**config.mk**
```make
export PLATFORM = sky130hd
export DESIGN_NAME = blcf_top
export DESIGN_NICKNAME = d
export VERILOG_FILES = /design/src/core/blcf_pkg.sv /design/src/core/blcf_batt_check.sv /design/src/core/blcf_top.sv
export SDC_FILE = /design/constraint.sdc
export NUM_CORES = 1
export LEC_CHECK = 0
export ABC_AREA = 0
export BUFFER_PORTS_ARGS = -buffer_cell sky130_fd_sc_hd__clkbuf_2
export CORE_ASPECT_RATIO = 1.75
export CORE_MARGIN = 1.5
export CORE_UTILIZATION = 50
export DETAILED_ROUTE_END_ITERATION = 16
export HOLD_SLACK_MARGIN = 0.05
export PLACE_DENSITY = 0.85
export RECOVER_POWER = 50
export SLEW_MARGIN = 20
export SYNTH_ARGS = -nofsm -noshare
export SYNTH_HDL_FRONTEND = slang
export SYNTH_SLANG_ARGS = --single-unit
```
**constraint.sdc**
```tcl
create_clock -name mclk -period 2.75 [get_ports mclk]
set_clock_uncertainty 0.05 [all_clocks]
set_input_delay 0.275 -clock mclk [delete_from_list [all_inputs] [get_ports mclk]]
set_output_delay 0.275 -clock mclk [all_outputs]
set_load 0.005 [all_outputs]
```
**src/core/blcf_pkg.sv**
```systemverilog
package blcf_pkg;

  // ----------------------------------------------------------------
  // Clock and timing
  // ----------------------------------------------------------------
  localparam int MCLK_PERIOD_NS   = 25;
  localparam int CHECK_SETTLE_NS  = 1_000_000;
  localparam int CHECK_SETTLE_CYC =
    (CHECK_SETTLE_NS + MCLK_PERIOD_NS - 1) / MCLK_PERIOD_NS;
  localparam int CHK_CNT_W        = 20;

  // ----------------------------------------------------------------
  // Register indices; the byte address is four times the index
  // ----------------------------------------------------------------
  localparam int            APB_AW        = 16;
  localparam logic [15:0]   IDX_IRQ_STAT  = 16'h0000;
  localparam logic [15:0]   IDX_IRQ_MASK  = 16'h0001;
  localparam logic [15:0]   IDX_CHK_STATE = 16'h0002;
  localparam logic [15:0]   IDX_CONTROL   = 16'h1FF8;
  localparam logic [15:0]   IDX_CLOCK     = 16'h1FFC;
  localparam logic [15:0]   IDX_FLAGS     = 16'h1FFD;

  // ----------------------------------------------------------------
  // Field positions
  // ----------------------------------------------------------------
  localparam int BIT_WRITE_HALT  = 7;
  localparam int BIT_CENT_ENABLE = 5;
  localparam int BIT_CENT_FLAG   = 4;
  localparam int BIT_BATLOW_EN   = 7;
  localparam int BIT_BATLOW_FLAG = 6;
  localparam int BIT_CHK_BUSY    = 0;
  localparam int BIT_MAINS_GOOD  = 1;
  localparam int IRQ_W           = 3;
  localparam int IRQ_BATLOW      = 0;
  localparam int IRQ_CENTURY     = 1;
  localparam int IRQ_CHK_DONE    = 2;

  // ----------------------------------------------------------------
  // Reset values
  // ----------------------------------------------------------------
  localparam logic             RST_BATLOW_EN   = 1'b0;
  localparam logic             RST_BATLOW_FLAG = 1'b0;
  localparam logic             RST_CENT_ENABLE = 1'b0;
  localparam logic             RST_CENT_FLAG   = 1'b0;
  localparam logic             RST_WRITE_HALT  = 1'b0;
  localparam logic [IRQ_W-1:0] RST_IRQ_MASK    = 3'h0;
  localparam logic [31:0]      ZERO_WORD       = 32'h0000_0000;

  // ----------------------------------------------------------------
  // Types
  // ----------------------------------------------------------------
  typedef enum logic [1:0] {
    BLCF_CHK_OFF,
    BLCF_CHK_SETTLE,
    BLCF_CHK_IDLE
  } blcf_chk_state_t;

  typedef struct packed {
    blcf_chk_state_t       state;
    logic [CHK_CNT_W-1:0]  cnt;
    logic                  done;
    logic                  low;
  } blcf_chk_st_t;

  typedef struct packed {
    logic             ready;
    logic [31:0]      rdata;
    logic             slverr;
    logic             batLowEn;
    logic             batLowFlag;
    logic             centEnable;
    logic             centFlag;
    logic             writeHalt;
    logic             load;
    logic [IRQ_W-1:0] stat;
    logic [IRQ_W-1:0] mask;
    logic             irq;
  } blcf_top_st_t;

endpackage

```
**src/core/blcf_batt_check.sv**
```systemverilog
`timescale 1ns/1ps
module blcf_batt_check
  import blcf_pkg::*;
#(
  parameter int SETTLE_CYC = CHECK_SETTLE_CYC
) (
  input  wire logic mclk,
  input  wire logic rst,
  input  wire logic clkEn,
  input  wire logic mainsGood,
  input  wire logic batteryBelow,
  output logic      chkDone,
  output logic      chkLow,
  output logic      chkBusy
);

  blcf_chk_st_t q_r;
  blcf_chk_st_t q_nxt;

  // ----------------------------------------------------------------
  // Check sequencer
  // ----------------------------------------------------------------
  always_comb begin
    q_nxt      = q_r;
    q_nxt.done = 1'b0;
    case (q_r.state)
      BLCF_CHK_OFF: begin
        if (mainsGood) begin
          q_nxt.state = BLCF_CHK_SETTLE;
          q_nxt.cnt   = '0;
        end
      end
      BLCF_CHK_SETTLE: begin
        // Backup operation never samples the battery.
        if (!mainsGood) begin
          q_nxt.state = BLCF_CHK_OFF;
        end else if (q_r.cnt == CHK_CNT_W'(SETTLE_CYC - 1)) begin
          q_nxt.state = BLCF_CHK_IDLE;
          q_nxt.done  = 1'b1;
          q_nxt.low   = batteryBelow;
        end else begin
          q_nxt.cnt = q_r.cnt + CHK_CNT_W'(1);
        end
      end
      BLCF_CHK_IDLE: begin
        if (!mainsGood) begin
          q_nxt.state = BLCF_CHK_OFF;
        end
      end
      default: begin
        q_nxt.state = BLCF_CHK_OFF;
      end
    endcase
  end

  always_ff @(posedge mclk) begin
    if (rst) begin
      q_r <= '{state: BLCF_CHK_OFF, cnt: '0, done: 1'b0, low: 1'b0};
    end else if (clkEn) begin
      q_r <= q_nxt;
    end
  end

  assign chkDone = q_r.done;
  assign chkLow  = q_r.low;
  assign chkBusy = (q_r.state == BLCF_CHK_SETTLE);

endmodule

```
**src/core/blcf_top.sv**
```systemverilog
// The register addresses and register access over APB were decided locally.
`timescale 1ns/1ps
module blcf_top
  import blcf_pkg::*;
#(
  parameter int SETTLE_CYC = CHECK_SETTLE_CYC
) (
  input  wire logic              mclk,
  input  wire logic              rst,
  input  wire logic              clkEn,
  input  wire logic              psel,
  input  wire logic              penable,
  input  wire logic              pwrite,
  input  wire logic [APB_AW-1:0] paddr,
  input  wire logic [31:0]       pwdata,
  input  wire logic [3:0]        pstrb,
  output logic      [31:0]       prdata,
  output logic                   pready,
  output logic                   pslverr,
  input  wire logic              mainsGood,
  input  wire logic              batteryBelow,
  input  wire logic              yearWrap,
  output logic                   irq,
  output logic                   writeHalt,
  output logic                   counterLoad,
  output logic                   batteryLowFlag,
  output logic                   centuryFlag
);

  // ----------------------------------------------------------------
  // Helpers
  // ----------------------------------------------------------------
  function automatic logic addrHit(input logic [APB_AW-1:0] a,
                                   input logic [15:0]       idx);
    addrHit = (a == {idx[APB_AW-3:0], 2'b00});
  endfunction

  function automatic logic [31:0] byteWord(input logic [7:0] b);
    byteWord = {24'h00_0000, b};
  endfunction

  blcf_top_st_t q_r;
  blcf_top_st_t q_nxt;

  logic chkDone;
  logic chkLow;
  logic chkBusy;

  // ----------------------------------------------------------------
  // Power-up battery check
  // ----------------------------------------------------------------
  blcf_batt_check #(
    .SETTLE_CYC   (SETTLE_CYC)
  ) u_check (
    .mclk         (mclk),
    .rst          (rst),
    .clkEn        (clkEn),
    .mainsGood    (mainsGood),
    .batteryBelow (batteryBelow),
    .chkDone      (chkDone),
    .chkLow       (chkLow),
    .chkBusy      (chkBusy)
  );

  // ----------------------------------------------------------------
  // Register and flag logic
  // ----------------------------------------------------------------
  // Read data is registered, so every access has one wait state.
  always_comb begin
    logic             access;
    logic             commit;
    logic             wrLow;
    logic             mapped;
    logic [7:0]       rdByte;
    logic [IRQ_W-1:0] ev;
    logic [IRQ_W-1:0] clr;
    access     = psel & penable;
    commit     = access & q_r.ready;
    wrLow      = commit & pwrite & pstrb[0];
    mapped     = 1'b0;
    rdByte     = 8'h00;
    ev         = '0;
    clr        = '0;
    q_nxt      = q_r;
    q_nxt.load = 1'b0;
    q_nxt.ready = access & ~q_r.ready;

    if (addrHit(paddr, IDX_IRQ_STAT)) begin
      mapped = 1'b1;
      rdByte[IRQ_W-1:0] = q_r.stat;
    end
    if (addrHit(paddr, IDX_IRQ_MASK)) begin
      mapped = 1'b1;
      rdByte[IRQ_W-1:0] = q_r.mask;
    end
    if (addrHit(paddr, IDX_CHK_STATE)) begin
      mapped = 1'b1;
      rdByte[BIT_CHK_BUSY]   = chkBusy;
      rdByte[BIT_MAINS_GOOD] = mainsGood;
    end
    if (addrHit(paddr, IDX_CONTROL)) begin
      mapped = 1'b1;
      rdByte[BIT_WRITE_HALT] = q_r.writeHalt;
    end
    if (addrHit(paddr, IDX_CLOCK)) begin
      mapped = 1'b1;
      rdByte[BIT_CENT_ENABLE] = q_r.centEnable;
      rdByte[BIT_CENT_FLAG]   = q_r.centFlag;
    end
    if (addrHit(paddr, IDX_FLAGS)) begin
      mapped = 1'b1;
      rdByte[BIT_BATLOW_EN]   = q_r.batLowEn;
      rdByte[BIT_BATLOW_FLAG] = q_r.batLowFlag;
    end

    if (access & ~q_r.ready) begin
      q_nxt.rdata  = pwrite ? ZERO_WORD : byteWord(rdByte);
      q_nxt.slverr = ~mapped;
    end

    // Writes land only at the completing edge of the access.
    if (wrLow & mapped) begin
      if (addrHit(paddr, IDX_IRQ_STAT)) begin
        clr = pwdata[IRQ_W-1:0];
      end
      if (addrHit(paddr, IDX_IRQ_MASK)) begin
        q_nxt.mask = pwdata[IRQ_W-1:0];
      end
      if (addrHit(paddr, IDX_CONTROL)) begin
        q_nxt.writeHalt = pwdata[BIT_WRITE_HALT];
        if (q_r.writeHalt & ~pwdata[BIT_WRITE_HALT]) begin
          q_nxt.load = 1'b1;
        end
      end
      if (addrHit(paddr, IDX_CLOCK)) begin
        q_nxt.centEnable = pwdata[BIT_CENT_ENABLE];
        if (q_r.writeHalt) begin
          q_nxt.centFlag = pwdata[BIT_CENT_FLAG];
        end
      end
      if (addrHit(paddr, IDX_FLAGS)) begin
        // The flag bit position is ignored on write.
        q_nxt.batLowEn = pwdata[BIT_BATLOW_EN];
      end
    end

    // A rollover in the same cycle as a flag write inverts the new value.
    if (yearWrap & q_r.centEnable) begin
      q_nxt.centFlag   = ~q_nxt.centFlag;
      ev[IRQ_CENTURY]  = 1'b1;
    end  // Otherwise the flag holds.

    if (chkDone) begin
      ev[IRQ_CHK_DONE] = 1'b1;
      if (chkLow & q_r.batLowEn) begin
        q_nxt.batLowFlag = 1'b1;
        ev[IRQ_BATLOW]   = 1'b1;
      end else if (~chkLow) begin
        q_nxt.batLowFlag = 1'b0;
      end
    end

    // Set wins over a clear written in the same cycle.
    q_nxt.stat = (q_r.stat & ~clr) | ev;
    q_nxt.irq  = |(q_nxt.stat & q_nxt.mask);
  end

  always_ff @(posedge mclk) begin
    if (rst) begin
      q_r <= '{ready: 1'b0, rdata: ZERO_WORD, slverr: 1'b0,
               batLowEn: RST_BATLOW_EN, batLowFlag: RST_BATLOW_FLAG,
               centEnable: RST_CENT_ENABLE, centFlag: RST_CENT_FLAG,
               writeHalt: RST_WRITE_HALT, load: 1'b0,
               stat: '0, mask: RST_IRQ_MASK, irq: 1'b0};
    end else if (clkEn) begin
      q_r <= q_nxt;
    end
  end

  // ----------------------------------------------------------------
  // Outputs
  // ----------------------------------------------------------------
  assign prdata         = q_r.rdata;
  assign pready         = q_r.ready;
  assign pslverr        = q_r.slverr;
  assign irq            = q_r.irq;
  assign writeHalt      = q_r.writeHalt;
  assign counterLoad    = q_r.load;
  assign batteryLowFlag = q_r.batLowFlag;
  assign centuryFlag    = q_r.centFlag;

endmodule

```
== After elaboration in Yosys (flattened, before gate mapping) ==
Cells that the tools add are included.

* Add/sub/neg operators: 1
* Equal/unequal tests: 14
* Muxes and demuxes: 39
* Bitwise operators: 17
* Reductions and logical operators: 12

{| class="wikitable"
|+ Operator list
! operator !! number
|-
| $eq 16x15->1 const B || 3
|-
| $mux 22 || 2
|-
| $pmux 20 s2 || 1
|-
| $mux 3 || 7
|-
| $add 20x1->20 const B || 1
|-
| $eq 20x16->1 const B || 1
|-
| $mux 20 || 1
|-
| $mux 2 || 9
|-
| $mux 1 || 17
|-
| $eq 16x3->1 const B || 1
|-
| $eq 16x4->1 const B || 1
|-
| $logic_not 16->1 || 1
|-
| $reduce_and 3->1 || 4
|-
| $ne 2x2->1 const B || 5
|-
| $and 1x1->1 || 9
|-
| $mux 8 || 1
|-
| $reduce_and 4->1 || 2
|-
| $and 3x3->3 || 2
|-
| $pmux 2 s3 || 1
|-
| $reduce_and 5->1 || 1
|-
| $not 1->1 || 4
|-
| $ne 3x2->1 const B || 1
|-
| $not 3->3 || 1
|-
| $or 3x3->3 || 1
|-
| other kinds (6) || 6
|}

* Register bits: 71
* Input port bits: 61
* Word-level logic and storage cells: 99

== Logic depth before layout (Yosys ltp) ==
* Word-level depth: 14
* Depth in mapped cells: 7

== Modules after synthesis ==
Synthesis repeated with hierarchy kept, for this count alone.

* Cells, all modules: 345
* Area, all modules: 2872.8 um^2

{| class="wikitable"
|+ By module, submodules not included
! module !! times used !! cells an instance !! area each (um^2)
|-
| blcf_top || 1 || 192 || 1617.8
|-
| blcf_batt_check || 1 || 153 || 1255.0
|}

== Least setup slack after synthesis ==
OpenSTA, ideal clock, no wires.

* Kind: input to register
* Start: in paddr[3]
* End: reg q_r, in the netlist irq
* Setup time: 124 ps
* Arrival time: 1650 ps
* Data required time: 2576 ps
* Setup slack: 926 ps
* Stages on the path: 6
* Path buffers: 1
* Cells stage by stage: buf_6 or4_1 or3_1 and4bb_2 a31o_2 a31oi_1

* Word-level cells in the longest chain between the ends: 14

{| class="wikitable"
|+ RTL lines
! what !! RTL line !! source
|-
| from (decl) || blcf_top.sv:14 || <nowiki>input wire logic [APB_AW-1:0] paddr,</nowiki>
|-
| $logic_not 16->1 || blcf_top.sv:35 || <nowiki>addrHit = (a == {idx[APB_AW-3:0], 2'b00});</nowiki>
|-
| $mux 1 || blcf_top.sv:88 || <nowiki>if (addrHit(paddr, IDX_IRQ_STAT)) begin</nowiki>
|-
| $mux 1 || blcf_top.sv:92 || <nowiki>if (addrHit(paddr, IDX_IRQ_MASK)) begin</nowiki>
|-
| $mux 1 || blcf_top.sv:96 || <nowiki>if (addrHit(paddr, IDX_CHK_STATE)) begin</nowiki>
|-
| $mux 1 || blcf_top.sv:101 || <nowiki>if (addrHit(paddr, IDX_CONTROL)) begin</nowiki>
|-
| $mux 1 || blcf_top.sv:105 || <nowiki>if (addrHit(paddr, IDX_CLOCK)) begin</nowiki>
|-
| $mux 1 || blcf_top.sv:110 || <nowiki>if (addrHit(paddr, IDX_FLAGS)) begin</nowiki>
|-
| $and 1x1->1 || blcf_top.sv:122 || <nowiki>if (wrLow & mapped) begin</nowiki>
|-
| $mux 3 || blcf_top.sv:122 ||
|-
| $not 3->3 || blcf_top.sv:164 || <nowiki>q_nxt.stat = (q_r.stat & ~clr) | ev;</nowiki>
|-
| $and 3x3->3 || blcf_top.sv:164 ||
|-
| $or 3x3->3 || blcf_top.sv:164 ||
|-
| $and 3x3->3 (*) || blcf_top.sv:165 || <nowiki>q_nxt.irq = |(q_nxt.stat & q_nxt.mask);</nowiki>
|-
| $reduce_or 3->1 (*) || blcf_top.sv:165 ||
|-
| to (signal assigned) || blcf_top.sv:170 || <nowiki>q_r <= '{ready: 1'b0, rdata: ZERO_WORD, slverr: 1'b0,</nowiki>
|-
| to (signal assigned) || blcf_top.sv:176 || <nowiki>q_r <= q_nxt;</nowiki>
|-
| to (decl) || blcf_top.sv:42 || <nowiki>blcf_top_st_t q_r;</nowiki>
|}

Mark *: on every way between the ends. The rest lies on a longest branch, timed or not.
A chain may end at the register's enable or synchronous reset.

== Final worst setup path ==
* Start: reg u_check.q_r[17] in the netlist's numbering
* End: reg u_check.q_r[3] in the netlist's numbering

* Word-level cells in the longest chain between the ends: 3

{| class="wikitable"
|+ RTL lines
! what !! RTL line !! source
|-
| from (decl) || blcf_batt_check.sv:17 || <nowiki>blcf_chk_st_t q_r;</nowiki>
|-
| from (signal assigned) || blcf_batt_check.sv:58 || <nowiki>q_r <= '{state: BLCF_CHK_OFF, cnt: '0, done: 1'b0, low: 1'b0};</nowiki>
|-
| from (signal assigned) || blcf_batt_check.sv:60 || <nowiki>q_r <= q_nxt;</nowiki>
|-
| $eq 20x16->1 || blcf_batt_check.sv:37 || <nowiki>end else if (q_r.cnt == CHK_CNT_W'(SETTLE_CYC - 1)) begin</nowiki>
|-
| $ne 2x2->1 (no line) || - ||
|-
| $reduce_and 5->1 (no line) || - ||
|}

Every way passes these cells.

==> summary.md <==
| Metric | Value |
|---|---|
| Tmin final | `2.199 ns` |
| Clk Latency, worst-skew pair | `0.31 ns` |
| I/O Pins | `100` |
| Number of hold violations in the final report | `0` |
| Yosys cell types | `58` |
| RD Place Congestion | `0.9264` |
| Leakage | `1.137 nW` |
| Initial Util | `52.04%` |
| Cell area after synthesis | `2758 um^2` |
| Clk slew on worst S/H paths | `0.09 ns` |
| Post-synth EDFFs | `0` |
| Max stage delay on crit path | `0.61 ns` |
| Ranking of synthesized cells by area | `dfxtp_1 (33%), buf_4 (8.7%), mux2i_1 (4.0%), nor2_1 (3.8%), a21oi_1 (3.6%)` |
| Sequential-to-total area share from yosys stat | `33.39%` |
| PortBufs | `45` |
| Synth Flop Type | `dfxtp_1` |
| Utilization after layout | `55.61%` |
| RSZ-0062 raised after global routing | `no` |
| Final Slew Violations | `0` |
| Chip width | `59.14 um` |
| CP required | `2.87 ns` |
| Synth Register Bits | `46` |
| Antenna viol nets, final | `0` |
| GR Overflow Total | `0` |
| Total power | `0.001409 W` |
| Synth async-reset ratio | `0%` |
| WL final | `6.015 mm` |
| H-tree depth | `2` |
| Worst Hold Class | `in -> reg` |
| Critical path type | `reg -> reg` |
| Critical path's slowest cell | `o31ai_4` |
| First-pass GRT wire length | `9.908 mm` |
| Total track usage | `21.13%` |
| Syn Inst Count | `325` |
| Setup_tns | `0 ns` |
| WHS | `0.1685 ns` |
| Startpoint Class | `register` |
| Number of remaining DRC errors | `0` |
| # setup viols final | `0` |
| Post-synth top area share | `33.39%` |
| Dpl ws | `0.6279 ns` |
| Average wire per standard cell | `13.99 um` |
| Ant. Diodes | `0` |
| Core ar. | `5299 um^2` |
| Final Cycle Share | `79.95%` |
| Clock sink count | `46` |
| Pwr/cell area | `478.1 nW/um^2` |
| Vias per inst | `5.616` |
| Area grow syn2layout | `6.851%` |
| Crit Path Max Fanout | `15` |
| Vias | `2415` |
| Cell taking the most area after synthesis | `dfxtp_1` |
| Final Worst Setup Slack | `0.5514 ns` |
| Critical path capture point type | `register` |
| Share of cells above drive strength 1 | `17.42%` |
| Post-CTS sizing | `0` |
| CTS tree | `built` |
| Nets | `417` |
| Pin count of the biggest net entering global routing | `31` |
| CTS max path bufs | `2` |
| Synth Warn # | `0` |
| Worst Tran Pin Value | `0.7632 ns` |
| Worst path cell trace | `nor4bb_1 > nand4_2 > o31ai_4 > mux2i_1 > nor2_1` |
| Worst path buffer plus inverter count | `0` |
| Outcome | `finished clean` |
| Post-CTS Hold Buffers | `0` |
| Family with the most delay on the worst path | `simple AND/OR/NAND/NOR gates` |
| DP HPWL | `4.400 mm` |
| Fmax | `454.8 MHz` |
| Die height | `101.2 um` |
| Post-synth top cells | `dfxtp_1 (46), buf_4 (32), nor2_1 (28), a21oi_1 (20), nand2_1 (18)` |
| CTS Buf Count | `5` |
| Drt pass-1 iters | `4` |
| Die area | `5988 um^2` |
| Postcts setup bufs | `0` |
| Worst slew margin | `48.73%` |
| Initial antenna violation count | `0` |
| Max Cap Violations | `0` |
| DRT iter0 DRCs | `153` |
| CP Data Arrival Time | `2.32 ns` |
| Most frequent cell after synthesis | `dfxtp_1` |
| VDD IR-drop max | `0.4028 mV` |
| # rows | `35` |
| CTS root buf | `clkbuf_8` |
| Avg Inst Size Synth | `8.485 um^2` |
| Vias in the first global route | `2278` |
power by group:
group          internal [W]  leakage (nW)  switching (W)  total (W)
clock              0.000388        0.0714       0.000242   0.000630
sequential         0.000671         0.371     0.00000407   0.000675
combinational     0.0000374         0.694      0.0000669   0.000104
flip-flops by register name, summed over array words and instances (netlist names):
name and count:
u_check.chkDone 1, pready 1, q_r 8, writeHalt 1, batteryLowFlag 1, irq 1
prdata 7, centuryFlag 1, u_check.q_r 22, pslverr 1, counterLoad 1, u_check.chkLow 1
layout make-up:
class	instances	area, um^2
fillers	501	2352
multi-input cells	248	1528
flip-flops and latches	46	920.9
repair buffers	48	240.2
well taps	74	92.59
clock buffers	6	82.58
clock inverters	2	60.06
inverters	6	22.52
worst paths after layout:
check        slack, ns                          from                     endpoint  cells past startpoint
max reg2reg       0.55  u_check.q_r[17]$_SDFFE_PP0P_  u_check.q_r[3]$_SDFFE_PP0P_                      5
min reg2reg       0.40        prdata[6]$_SDFFE_PP0P_       prdata[6]$_SDFFE_PP0P_                      2
max               0.55  u_check.q_r[17]$_SDFFE_PP0P_  u_check.q_r[3]$_SDFFE_PP0P_                      5
min               0.17                     pwdata[5]         q_r[10]$_SDFFE_PP0P_                      3
stage by stage:
| stage | cells | cell area [um^2] |
|---|---|---|
| after floorplan | 349 | 2848 |
| after global placement | 422 | 2816 |
| after detailed placement | 422 | 2816 |
| after CTS | 430 | 2959 |
| after global routing | 430 | 2947 |
| final | 430 | 2947 |
metal layers:
layer	up-vias	global-route usage (%)	share of wire [%]
met5	-	0	0
met4	0	10.84	3.1
met3	15	4.470	3.7
met2	60	40.43	56
met1	1144	20.13	37
li1	1196	-	-
cell families (layout without fill, tap and decap cells):
kind of cell / count (synthesis) / after routing / synth area share (%)
compound gates: 62 / 62 / 15.15
mux: 11 / 11 / 3.993
other cells: 1 / 25 / 0.1360
flops: 46 / 46 / 33.39
xor+xnor: 10 / 10 / 3.176
simple gates: 139 / 139 / 29.40
fa+ha+maj: 1 / 1 / 0.4536
buf+inv: 55 / 62 / 14.29
cell usage in the layout (no fill, tap or decap), drive strengths merged, types with 4 or more instances in the layout:
master	Yosys	routed
or4	8	8
mux2i	11	11
nand2b	5	5
a31oi	4	4
nand2	18	18
nand3	12	12
or3	7	7
xor2	7	7
nand4	10	10
and3	7	7
a21oi	20	20
clkbuf	7	51
conb	1	25
inv	6	6
nor4	5	5
nand4b	4	4
dfxtp	46	46
o21ai	8	8
a22oi	4	4
o22ai	4	4
and4	6	6
o211ai	6	6
nor2	28	28
nor3	11	11
nor3b	4	4
worst reg2reg max path: cells and delay by family (launching register included):
kind             cells  cell delay [ns]
AND/OR/NAND/NOR      3             0.76
AO/OA/AOI/OAI        1             0.61
flip-flops           1             0.40
multiplexers         1             0.25
Note: power is estimated with default switching activity, not from simulation.
